## src/design/ccf_defs.vh

```
// Constants for the comparator control and flag register block
`ifndef CCF_DEFS_VH
`define CCF_DEFS_VH

// ****************************************
// Register byte addresses
// ****************************************
`define CCF_CTRL_ADDR    8'hf8
`define CCF_IRQ_STAT_ADDR 8'h00
`define CCF_IRQ_MASK_ADDR 8'h04

// ****************************************
// Control register fields
// ****************************************
`define CCF_BIT_ENABLE   7
`define CCF_BIT_OUTPUT   6
`define CCF_BIT_RISE     5
`define CCF_BIT_FALL     4
`define CCF_HYP_HI       3
`define CCF_HYP_LO       2
`define CCF_HYN_HI       1
`define CCF_HYN_LO       0

// ****************************************
// Reset values
// ****************************************
`define CCF_CTRL_RESET   8'h00
`define CCF_MASK_RESET   2'h0
`define CCF_STAT_RESET   2'h0

// ****************************************
// AXI responses
// ****************************************
`define CCF_RESP_OKAY    2'h0
`define CCF_RESP_SLVERR  2'h2

`endif

```

## src/design/ccf_sync.v

```verilog
// Two-stage synchroniser for one level from outside the clock domain
`timescale 1ns/10ps

module ccf_sync (
   // Clock and reset
   input  wire CLK_SYS,
   input  wire RST_N,
   // Level in and out
   input  wire d_in,
   output wire q_out
);

   reg meta_reg;
   reg sync_reg;

   always @(posedge CLK_SYS or negedge RST_N) begin
      if (!RST_N) begin
         meta_reg <= 1'b0;
         sync_reg <= 1'b0;
      end else begin
         meta_reg <= d_in;
         sync_reg <= meta_reg;
      end
   end

   assign q_out = sync_reg;

endmodule // ccf_sync

```

## src/design/ccf_edge.v

```verilog
// Edge detector on an already synchronised level
`timescale 1ns/10ps

module ccf_edge (
   // Clock and reset
   input  wire CLK_SYS,
   input  wire RST_N,
   // Level in, qualifier
   input  wire level_in,
   input  wire arm,
   // Edge pulses
   output wire rise_pulse,
   output wire fall_pulse
);

   reg prev_reg;

   always @(posedge CLK_SYS or negedge RST_N) begin
      if (!RST_N) begin
         prev_reg <= 1'b0;
      end else begin
         prev_reg <= level_in;
      end
   end

   // Edges only count while the comparator runs
   assign rise_pulse = arm & level_in & ~prev_reg;
   assign fall_pulse = arm & ~level_in & prev_reg;

endmodule // ccf_edge

```

## src/design/ccf_top.v

```verilog
// Comparator control register, edge flags and AXI4-Lite slave
`timescale 1ns/10ps
`include "ccf_defs.vh"

module ccf_top #(
   parameter ADDR_W = 8
) (
   // Clock and reset
   input  wire              CLK_SYS,
   input  wire              RST_N,
   // AXI4-Lite write address
   input  wire [ADDR_W-1:0] S_AXI_AWADDR,
   input  wire [2:0]        S_AXI_AWPROT,
   input  wire              S_AXI_AWVALID,
   output wire              S_AXI_AWREADY,
   // AXI4-Lite write data
   input  wire [31:0]       S_AXI_WDATA,
   input  wire [3:0]        S_AXI_WSTRB,
   input  wire              S_AXI_WVALID,
   output wire              S_AXI_WREADY,
   // AXI4-Lite write response
   output wire [1:0]        S_AXI_BRESP,
   output wire              S_AXI_BVALID,
   input  wire              S_AXI_BREADY,
   // AXI4-Lite read address
   input  wire [ADDR_W-1:0] S_AXI_ARADDR,
   input  wire [2:0]        S_AXI_ARPROT,
   input  wire              S_AXI_ARVALID,
   output wire              S_AXI_ARREADY,
   // AXI4-Lite read data
   output wire [31:0]       S_AXI_RDATA,
   output wire [1:0]        S_AXI_RRESP,
   output wire              S_AXI_RVALID,
   input  wire              S_AXI_RREADY,
   // Analog comparator
   input  wire              CMP_RAW_OUT,
   output wire              CMP_ENABLE,
   output wire [1:0]        CMP_POS_HYST_SEL,
   output wire [1:0]        CMP_NEG_HYST_SEL,
   output wire              CMP_ROUTED_OUT,
   // Interrupt
   output wire              IRQ
);

   // ****************************************
   // Functions
   // ****************************************
   function addr_hit;
      input [ADDR_W-1:0] addr;
      input [7:0]        target;
      begin
         addr_hit = ({{(32-ADDR_W){1'b0}}, addr[ADDR_W-1:2], 2'b00} == {24'h000000, target});
      end
   endfunction

   function addr_known;
      input [ADDR_W-1:0] addr;
      begin
         addr_known = addr_hit(addr, `CCF_CTRL_ADDR) | addr_hit(addr, `CCF_IRQ_STAT_ADDR) |
                      addr_hit(addr, `CCF_IRQ_MASK_ADDR);
      end
   endfunction

   // ****************************************
   // Reset values of the control fields
   // ****************************************
   localparam [7:0] CTRL_RST     = `CCF_CTRL_RESET;
   localparam [0:0] ENABLE_RST   = CTRL_RST[`CCF_BIT_ENABLE];
   localparam [0:0] RISE_RST     = CTRL_RST[`CCF_BIT_RISE];
   localparam [0:0] FALL_RST     = CTRL_RST[`CCF_BIT_FALL];
   localparam [1:0] POS_HYST_RST = CTRL_RST[`CCF_HYP_HI:`CCF_HYP_LO];
   localparam [1:0] NEG_HYST_RST = CTRL_RST[`CCF_HYN_HI:`CCF_HYN_LO];

   // ****************************************
   // Registers
   // ****************************************
   reg              enable_reg;
   reg              rise_flag_reg;
   reg              fall_flag_reg;
   reg  [1:0]       pos_hyst_reg;
   reg  [1:0]       neg_hyst_reg;
   reg  [1:0]       irq_stat_reg;
   reg  [1:0]       irq_mask_reg;
   reg              aw_full_reg;
   reg  [ADDR_W-1:0] aw_addr_reg;
   reg              w_full_reg;
   reg  [31:0]      w_data_reg;
   reg  [3:0]       w_strb_reg;
   reg              bvalid_reg;
   reg  [1:0]       bresp_reg;
   reg              rvalid_reg;
   reg  [31:0]      rdata_reg;
   reg  [1:0]       rresp_reg;
   reg              enable_next;
   reg              rise_flag_next;
   reg              fall_flag_next;
   reg  [1:0]       pos_hyst_next;
   reg  [1:0]       neg_hyst_next;
   reg  [1:0]       irq_stat_next;

   wire             cmp_sync;
   wire             rise_pulse;
   wire             fall_pulse;
   wire             wr_fire;
   wire             rd_fire;
   wire             wr_ctrl;
   wire             wr_stat;
   wire             wr_mask;
   wire [7:0]       ctrl_view;

   // ****************************************
   // Comparator output path
   // ****************************************
   ccf_sync u_sync (
      .CLK_SYS (CLK_SYS),
      .RST_N   (RST_N),
      .d_in    (CMP_RAW_OUT),
      .q_out   (cmp_sync)
   );

   ccf_edge u_edge (
      .CLK_SYS    (CLK_SYS),
      .RST_N      (RST_N),
      .level_in   (cmp_sync),
      .arm        (enable_reg),
      .rise_pulse (rise_pulse),
      .fall_pulse (fall_pulse)
   );

   // ****************************************
   // Write channel capture
   // ****************************************
   // Readies drop while a response waits: one write in flight
   assign S_AXI_AWREADY = ~aw_full_reg & ~bvalid_reg;
   assign S_AXI_WREADY  = ~w_full_reg & ~bvalid_reg;
   assign wr_fire       = aw_full_reg & w_full_reg & ~bvalid_reg;

   always @(posedge CLK_SYS or negedge RST_N) begin
      if (!RST_N) begin
         aw_full_reg <= 1'b0;
         aw_addr_reg <= {ADDR_W{1'b0}};
         w_full_reg  <= 1'b0;
         w_data_reg  <= 32'h00000000;
         w_strb_reg  <= 4'h0;
         bvalid_reg  <= 1'b0;
         bresp_reg   <= `CCF_RESP_OKAY;
      end else begin
         if (S_AXI_AWVALID && S_AXI_AWREADY) begin
            aw_full_reg <= 1'b1;
            aw_addr_reg <= S_AXI_AWADDR;
         end else if (wr_fire) begin
            aw_full_reg <= 1'b0;
         end
         if (S_AXI_WVALID && S_AXI_WREADY) begin
            w_full_reg <= 1'b1;
            w_data_reg <= S_AXI_WDATA;
            w_strb_reg <= S_AXI_WSTRB;
         end else if (wr_fire) begin
            w_full_reg <= 1'b0;
         end
         if (wr_fire) begin
            bvalid_reg <= 1'b1;
            bresp_reg  <= addr_known(aw_addr_reg) ? `CCF_RESP_OKAY : `CCF_RESP_SLVERR;
         end else if (S_AXI_BREADY) begin
            bvalid_reg <= 1'b0;
         end
      end
   end

   // Only byte lane 0 holds data
   assign wr_ctrl = wr_fire & w_strb_reg[0] & addr_hit(aw_addr_reg, `CCF_CTRL_ADDR);
   assign wr_stat = wr_fire & w_strb_reg[0] & addr_hit(aw_addr_reg, `CCF_IRQ_STAT_ADDR);
   assign wr_mask = wr_fire & w_strb_reg[0] & addr_hit(aw_addr_reg, `CCF_IRQ_MASK_ADDR);

   // ****************************************
   // Control register and edge flags
   // ****************************************
   always @* begin
      enable_next    = enable_reg;
      pos_hyst_next  = pos_hyst_reg;
      neg_hyst_next  = neg_hyst_reg;
      rise_flag_next = rise_flag_reg;
      fall_flag_next = fall_flag_reg;
      if (wr_ctrl) begin
         enable_next    = w_data_reg[`CCF_BIT_ENABLE];
         pos_hyst_next  = w_data_reg[`CCF_HYP_HI:`CCF_HYP_LO];
         neg_hyst_next  = w_data_reg[`CCF_HYN_HI:`CCF_HYN_LO];
         rise_flag_next = w_data_reg[`CCF_BIT_RISE];
         fall_flag_next = w_data_reg[`CCF_BIT_FALL];
      end
      // Edge wins over a same-cycle write
      if (rise_pulse) begin
         rise_flag_next = 1'b1;
      end
      if (fall_pulse) begin
         fall_flag_next = 1'b1;
      end
   end

   always @(posedge CLK_SYS or negedge RST_N) begin
      if (!RST_N) begin
         enable_reg    <= ENABLE_RST;
         rise_flag_reg <= RISE_RST;
         fall_flag_reg <= FALL_RST;
         pos_hyst_reg  <= POS_HYST_RST;
         neg_hyst_reg  <= NEG_HYST_RST;
      end else begin
         enable_reg    <= enable_next;
         rise_flag_reg <= rise_flag_next;
         fall_flag_reg <= fall_flag_next;
         pos_hyst_reg  <= pos_hyst_next;
         neg_hyst_reg  <= neg_hyst_next;
      end
   end

   // ****************************************
   // Interrupt status and mask
   // ****************************************
   always @* begin
      irq_stat_next = irq_stat_reg;
      // Set beats write-one-clear
      if (wr_stat) begin
         irq_stat_next = irq_stat_reg & ~w_data_reg[1:0];
      end
      // Bit 1 rising, bit 0 falling
      if (rise_pulse) begin
         irq_stat_next[1] = 1'b1;
      end
      if (fall_pulse) begin
         irq_stat_next[0] = 1'b1;
      end
   end

   always @(posedge CLK_SYS or negedge RST_N) begin
      if (!RST_N) begin
         irq_stat_reg <= `CCF_STAT_RESET;
         irq_mask_reg <= `CCF_MASK_RESET;
      end else begin
         irq_stat_reg <= irq_stat_next;
         if (wr_mask) begin
            irq_mask_reg <= w_data_reg[1:0];
         end
      end
   end

   assign IRQ = |(irq_stat_reg & irq_mask_reg);

   // ****************************************
   // Read channel
   // ****************************************
   assign ctrl_view = {enable_reg, cmp_sync & enable_reg, rise_flag_reg, fall_flag_reg,
                       pos_hyst_reg, neg_hyst_reg};
   assign S_AXI_ARREADY = ~rvalid_reg;
   assign rd_fire       = S_AXI_ARVALID & ~rvalid_reg;

   always @(posedge CLK_SYS or negedge RST_N) begin
      if (!RST_N) begin
         rvalid_reg <= 1'b0;
         rdata_reg  <= 32'h00000000;
         rresp_reg  <= `CCF_RESP_OKAY;
      end else begin
         if (rd_fire) begin
            rvalid_reg <= 1'b1;
            rresp_reg  <= addr_known(S_AXI_ARADDR) ? `CCF_RESP_OKAY : `CCF_RESP_SLVERR;
            if (addr_hit(S_AXI_ARADDR, `CCF_CTRL_ADDR)) begin
               rdata_reg <= {24'h000000, ctrl_view};
            end else if (addr_hit(S_AXI_ARADDR, `CCF_IRQ_STAT_ADDR)) begin
               rdata_reg <= {30'h00000000, irq_stat_reg};
            end else if (addr_hit(S_AXI_ARADDR, `CCF_IRQ_MASK_ADDR)) begin
               rdata_reg <= {30'h00000000, irq_mask_reg};
            end else begin
               rdata_reg <= 32'h00000000;
            end
         end else if (S_AXI_RREADY) begin
            rvalid_reg <= 1'b0;
         end
      end
   end

   // ****************************************
   // Outputs
   // ****************************************
   assign S_AXI_BVALID     = bvalid_reg;
   assign S_AXI_BRESP      = bresp_reg;
   assign S_AXI_RVALID     = rvalid_reg;
   assign S_AXI_RDATA      = rdata_reg;
   assign S_AXI_RRESP      = rresp_reg;
   assign CMP_ENABLE       = enable_reg;
   assign CMP_POS_HYST_SEL = pos_hyst_reg;
   assign CMP_NEG_HYST_SEL = neg_hyst_reg;
   assign CMP_ROUTED_OUT   = cmp_sync & enable_reg;

endmodule // ccf_top

```

## config.mk

```make
export PLATFORM = sky130hd
export DESIGN_NAME = ccf_top
export DESIGN_NICKNAME = d
export VERILOG_FILES = /design/src/design/ccf_sync.v /design/src/design/ccf_edge.v /design/src/design/ccf_top.v
export VERILOG_INCLUDE_DIRS = /design/src /design/src/design
export SDC_FILE = /design/constraint.sdc
export NUM_CORES = 1
export LEC_CHECK = 0
export BUFFER_PORTS_ARGS = -buffer_cell sky130_fd_sc_hd__buf_2
export CORE_ASPECT_RATIO = 0.5
export CORE_MARGIN = 2
export CORE_UTILIZATION = 40
export CTS_CLUSTER_SIZE = 20
export DETAILED_ROUTE_END_ITERATION = 8
export HOLD_SLACK_MARGIN = 0.1
export PLACE_DENSITY = 0.77
export SKIP_LAST_GASP = 1
export SYNTH_ARGS = -nofsm -noshare
export SYNTH_HDL_FRONTEND = slang
export SYNTH_HIERARCHICAL = 1
export SYNTH_SLANG_ARGS = --single-unit
```

## constraint.sdc

```tcl
create_clock -name CLK_SYS -period 2.5 [get_ports CLK_SYS]
set_input_delay 0.25 -clock CLK_SYS [delete_from_list [all_inputs] [get_ports CLK_SYS]]
set_output_delay 0.25 -clock CLK_SYS [all_outputs]
set_load 0.1 [all_outputs]
```

Word-level counts from Yosys, hierarchy flattened --
Index checks and enable logic that the tools add are counted.
Storage, ports and cells: memory bits (read-only) 0, word-level logic and storage cells 83, memories kept 0, output and inout bits 48, register bits after elaboration 71, input port bits 66, bits in latches 0, RAM bits 0
Operators by class: $mul 0, reduce and logical (&&, ||, !) cells 13, div/mod/pow operators 0, magnitude comparators 0, shift-type cells 0, $add $sub $neg 0, multiplexer cells 19, bitwise operators 26, equality and inequality tests 4
Operators with widths (number):
- nonzero test 2 bit | 8
- AND 1 bit | 13
- 2-to-1 mux 1 bit | 13
- equality test 6 x 1 -> 1 bit (second input constant) | 2
- equality test 6 bit (second input constant) | 2
- zero test 6 bit | 2
- 2-to-1 mux 2 bit | 5
- 2-to-1 mux 8 bit | 1
- NOT 1 bit | 6
- AND 2 bit | 2
- OR 1 bit | 4
- logical AND 1 bit | 2
- NOT 2 bit | 1
- OR reduction 2 bit | 1

Longest topological paths before layout --
depth in word-level cells 6, gate-level depth with buffers 4, mapped depth without buffers 3

By module --
Netlist, hierarchy kept.
Modules (own cells, without submodules):
- ccf_top | seq. area each 975.9 sq um, cells each 165, instances 1, area each 1873.0 sq um
- ccf_sync | seq. area each 50.0 sq um, cells each 2, instances 1, area each 50.0 sq um
- ccf_edge | seq. area each 25.0 sq um, cells each 3, instances 1, area each 42.5 sq um

Worst setup path before layout --
Ideal clock, no wire load.
path kind register to register, start point register bvalid_reg (netlist: S_AXI_BVALID), end point register aw_addr_reg[2], slack -694 ps, arrival 3070 ps, cell stages (with the launch flop) 5, library setup time 125 ps, period minus slack after synthesis 3194 ps, path buffers 1, data required time 2375 ps, path through dfrtp_1 > nor2_1 > and2_1 > clkbuf_1 > mux2_2
Between the ends: longest elaborated chain between the ends 3
Ends and longest elaborated chain:
- start: declaration | RTL line ccf_top.v:89 | reg bvalid_reg;
- start signal: assignment | RTL line ccf_top.v:145 | bvalid_reg <= 1'b0;
- start signal: assignment | RTL line ccf_top.v:162 | bvalid_reg <= 1'b1;
- start signal: assignment | RTL line ccf_top.v:165 | bvalid_reg <= 1'b0;
- NOT 1 bit | RTL line ccf_top.v:134 | assign S_AXI_AWREADY = ~aw_full_reg & ~bvalid_reg;
- AND 1 bit | RTL line ccf_top.v:134
- net S_AXI_AWREADY | RTL line ccf_top.v:15 | output wire S_AXI_AWREADY,
- logical AND 1 bit | RTL line ccf_top.v:148 | if (S_AXI_AWVALID && S_AXI_AWREADY) begin
- end signal: assignment | RTL line ccf_top.v:141 | aw_addr_reg <= {ADDR_W{1'b0}};
- end: declaration | RTL line ccf_top.v:85 | reg [ADDR_W-1:0] aw_addr_reg;
The timed path passes the listed nets, and every way through them passes these cells. A chain may end at the register's enable or synchronous reset.

Worst setup path in the final report --
start point register aw_addr_reg[5], end point register irq_mask_reg[0]
Between the ends: longest elaborated chain between the ends 2
Ends and longest elaborated chain:
- equality test 6 x 1 -> 1 bit | RTL line ccf_top.v:52 | addr_hit = ({{(32-ADDR_W){1'b0}}, addr[ADDR_W-1:2], 2'b00} == {24'h000000, target});
- AND 1 bit | RTL line ccf_top.v:173 | assign wr_mask = wr_fire & w_strb_reg[0] & addr_hit(aw_addr_reg, `CCF_IRQ_MASK_ADDR);
- end signal: assignment | RTL line ccf_top.v:237 | irq_mask_reg <= `CCF_MASK_RESET;
- end signal: assignment | RTL line ccf_top.v:241 | irq_mask_reg <= w_data_reg[1:0];
- end: declaration | RTL line ccf_top.v:83 | reg [1:0] irq_mask_reg;
Every way passes these cells.

==> flow_summary.rst <==
.. list-table::
   :header-rows: 1

   * - Metric
     - Value
   * - Global routing met1 resource utilization
     - 0.175
   * - HP Class
     - input pin to asynchronous set/reset pin
   * - Power density of the placed cells
     - 1160 mW/mm^2
   * - Core Area
     - 0.00455 sq mm
   * - Setup repair after global routing missed its margin
     - false
   * - Diode insertion count for antenna repair
     - 0
   * - Number of warning messages in the yosys log
     - 6
   * - Share of the yosys chip area belonging to registers
     - 0.535
   * - Source-to-sink clock delay at the later pin of the worst-skew pair
     - 0.29 ns
   * - Most Crowded Layer GR
     - met2
   * - Cell leakage power
     - 1.14 nW
   * - Filler cell count in the final layout
     - 396
   * - Final wirelength
     - 3.52 mm
   * - Time the final worst path needs with I/O delays and setup
     - 1.90 ns
   * - Detail-routed via count per cell
     - 4.63
   * - Total congestion overflow after global routing
     - 0
   * - Switching power as a share of total power
     - 0.470
   * - Die Width
     - 103 microns
   * - Async set-reset flop share out of synthesis
     - 1.00
   * - Cell variety after synth
     - 30
   * - Status
     - finished clean
   * - CTS tree
     - done
   * - CP Data Required Time
     - 2.68 ns
   * - Clock network power share
     - 0.170
   * - Port buffer count
     - 49
   * - Share of post-route cells with drive strength above 1
     - 0.381
   * - Worst setup SP type
     - flop
   * - Biggest area contributors in the synthesized netlist
     - sky130_fd_sc_hd__dfrtp_1 53%, sky130_fd_sc_hd__mux2_2 12%, sky130_fd_sc_hd__buf_4 9.9%
   * - Number of clock sinks seen by CTS
     - 42
   * - VDD IR max
     - 906 uV
   * - Effective utilization at floorplan
     - 0.432
   * - Max reg flops
     - 8
   * - Combinational group share of total power
     - 0.430
   * - Number of enable flip-flop cells after synthesis
     - 0
   * - Full die area
     - 0.00552 sq mm
   * - Post-synth top area share
     - 0.535
   * - Max transition margin
     - 0.388
   * - Hold violation count in the final report
     - 0
   * - Switching power of the nets
     - 1.25 mW
   * - Share of synthesized cell area in full adder, half adder and majority cells
     - 0
   * - Critical path capture point type
     - flop
   * - Int Power
     - 1.41 mW
   * - Final Max Slew Viols
     - 0
   * - Worst-case clock buffer depth
     - 2
   * - Largest family of logic cells by synthesized area
     - simple AND/OR/NAND/NOR gates
   * - First-pass GRT wire length
     - 5.78 mm
   * - # DRC
     - 0
   * - Area after DPL
     - 0.00218 sq mm
   * - Count of maximum capacitance violations
     - 0
   * - Number of nets still failing antenna checks after routing
     - 0
   * - Setup TNS
     - 0 ns
   * - Gate Count Post-Synth
     - 170
   * - Post-synthesis share of cell area spent on and, or, nand and nor gates
     - 0.148
   * - Vertical extent of the die
     - 53.6 microns
   * - Seq pwr share
     - 0.400
   * - Number of standard cells in the final layout excluding fillers
     - 289
   * - Post-Synthesis Cell Area
     - 0.00197 sq mm
   * - Xor and xnor area share after synthesis
     - 0
   * - Area overhead of the layout relative to synthesis
     - 16.5%
   * - Num CTS Buffers
     - 5
   * - Final Cycle Share
     - 0.760
   * - Finished layout cell area
     - 0.00229 sq mm
   * - Dominant cell type by area after synthesis
     - sky130_fd_sc_hd__dfrtp_1
   * - Synthesis-stage register bit count
     - 42
   * - Cell count after placement
     - 280
   * - Post-route clock skew
     - 0.00940 ns
   * - TritonRoute pass-1 iters
     - 4
   * - Largest fanout on the critical path
     - 4
   * - Layout Utilization
     - 0.503
   * - Mux cell area share after synthesis
     - 0.146
   * - Placer Congestion
     - 0.713
   * - Io pins
     - 114
   * - Arrival time at the worst endpoint
     - 2.08 ns
   * - Largest net degree at the start of global routing
     - 43
   * - Grt met3 use
     - 0.0260
   * - Count of endpoints failing setup in the final report
     - 0
   * - All-Layer GR Usage
     - 0.140
   * - Vias after detailed routing
     - 1337
   * - Synthesized-area fraction occupied by ao, oa, aoi and oai cells
     - 0.0573
   * - Global Route met2 Usage
     - 0.244
   * - Most common flop cell mapped by yosys
     - sky130_fd_sc_hd__dfrtp_1
   * - Number of design-rule violations left by the first detailed-router iteration
     - 60
   * - Slew at the pin closest to its max-slew limit
     - 0.918 ns
   * - Worst Reg2Reg Path Length in Cells
     - 3
   * - Initial antenna violation count
     - 0
   * - Top achievable clock speed
     - 526 MHz
   * - Buffers inserted during post-CTS setup optimization
     - 0
   * - Number of global-route vias before repair
     - 1216
   * - Final net count
     - 288
   * - CTS H-tree depth
     - 2
   * - Critical path type
     - flop to flop
   * - Clk pin slew, worst setup/hold paths
     - 0.08 ns
   * - Cell Rows
     - 17
   * - Mean Syn Cell Area
     - 11.6 sq um
   * - Root Buffer
     - sky130_fd_sc_hd__clkbuf_8
   * - Detailed placer's ending HPWL
     - 2.63 mm
   * - Wire per inst
     - 12.2 microns
-- logic make-up after synthesis --
group | count (synthesis)
AOI/OAI and AO/OA | 17
buffers and inverters | 33
DFF | 42
muxes | 25
other | 1
and+or+nand+nor | 52
-- placed cells by master, fill, tap and decap left out, types with 2 or more instances in the layout --
cell type,instances
sky130_fd_sc_hd__nand2b_1,7
sky130_fd_sc_hd__mux2_4,2
sky130_fd_sc_hd__nor2_1,7
sky130_fd_sc_hd__o211ai_1,2
sky130_fd_sc_hd__mux2_2,21
sky130_fd_sc_hd__clkbuf_8,6
sky130_fd_sc_hd__inv_1,3
sky130_fd_sc_hd__o21ai_0,8
sky130_fd_sc_hd__nor2b_1,3
sky130_fd_sc_hd__nand4b_1,3
sky130_fd_sc_hd__and3b_1,2
sky130_fd_sc_hd__buf_2,49
sky130_fd_sc_hd__mux2i_1,2
sky130_fd_sc_hd__and2_1,3
sky130_fd_sc_hd__or4_4,2
sky130_fd_sc_hd__o41ai_1,2
sky130_fd_sc_hd__dfrtp_1,42
sky130_fd_sc_hd__nand2_1,18
sky130_fd_sc_hd__conb_1,26
-- metal layers --
layer | part of all wire | wire (microns) | up-vias
met2 | 0.50 | 1770 | 47
met3 | 0.053 | 186 | 4
met1 | 0.43 | 1530 | 655
met5 | 0 | 0 | -
li1 | - | - | 631
met4 | 0.010 | 36 | 0
-- cell usage after synthesis (3+ instances only) --
| cell type | n |
|---|---|
| sky130_fd_sc_hd__and2_1 | 3 |
| sky130_fd_sc_hd__buf_4 | 26 |
| sky130_fd_sc_hd__clkbuf_1 | 4 |
| sky130_fd_sc_hd__dfrtp_1 | 42 |
| sky130_fd_sc_hd__inv_1 | 3 |
| sky130_fd_sc_hd__mux2_2 | 21 |
| sky130_fd_sc_hd__nand2_1 | 18 |
| sky130_fd_sc_hd__nand2b_1 | 7 |
| sky130_fd_sc_hd__nand4b_1 | 3 |
| sky130_fd_sc_hd__nor2_1 | 8 |
| sky130_fd_sc_hd__nor2b_1 | 3 |
| sky130_fd_sc_hd__o21ai_0 | 8 |
-- stage by stage --
step | power (mW) | worst slack, ns | hold WS (ns)
global placement | 2.18 | 0.620 | 0.338
floorplan | 2.05 | 0.0310 | -0.0456
global route | 2.80 | 0.526 | 0.129
detailed placement | 2.22 | 0.599 | 0.345
finish | 2.66 | 0.599 | 0.0872
CTS | 2.68 | 0.593 | 0.108
-- timing repair --
action,in CTS,in global routing
gates resized for setup,0,0
hold buffers,1,0
endpoints found under the hold margin,1,0
-- power by group through the flow --
stage / Combinational (mW) / Clock, mW / Sequential, mW
3_3_place_gp: 1.12 / 0 / 1.06
6_report: 1.14 / 0.452 / 1.06
2_1_floorplan: 0.742 / 0 / 1.31
4_1_cts: 1.15 / 0.468 / 1.06
5_1_grt: 1.21 / 0.497 / 1.09
3_5_place_dp: 1.15 / 0 / 1.07
-- critical path: stages (launching register included) --
cell                      delay (ns)
sky130_fd_sc_hd__dfrtp_1        0.40
sky130_fd_sc_hd__or4_4          0.57
sky130_fd_sc_hd__or4_4          0.52
sky130_fd_sc_hd__mux2_4         0.31
-- final timing paths --
| kind | from | to | slack (ns) |
|---|---|---|---|
| worst max register to register | aw_addr_reg[5] | irq_mask_reg[0] | 0.60 |
| worst min-delay path | RST_N | w_strb_reg[0] | 0.09 |
| min in group CLK_SYS | S_AXI_RREADY | S_AXI_RVALID | 0.12 |
| worst min register to register | u_sync/meta_reg | u_sync/q_out | 0.37 |
| max in group asynchronous | RST_N | CMP_ENABLE | 1.84 |
| worst max-delay path | aw_addr_reg[5] | irq_mask_reg[0] | 0.60 |
-- final cells by class --
cell class                 instances  area [sq um]  share of cell area
clock buffer                       6          82.6              0.0361
clock inverter                     2          12.5             0.00546
inverter                           3          11.3             0.00492
multi-input combinational        120           795               0.347
sequential                        42          1050               0.459
tap                               66          82.6              0.0361
timing repair buffer              50           255               0.111
Note: power is estimated with default switching activity, not from simulation.
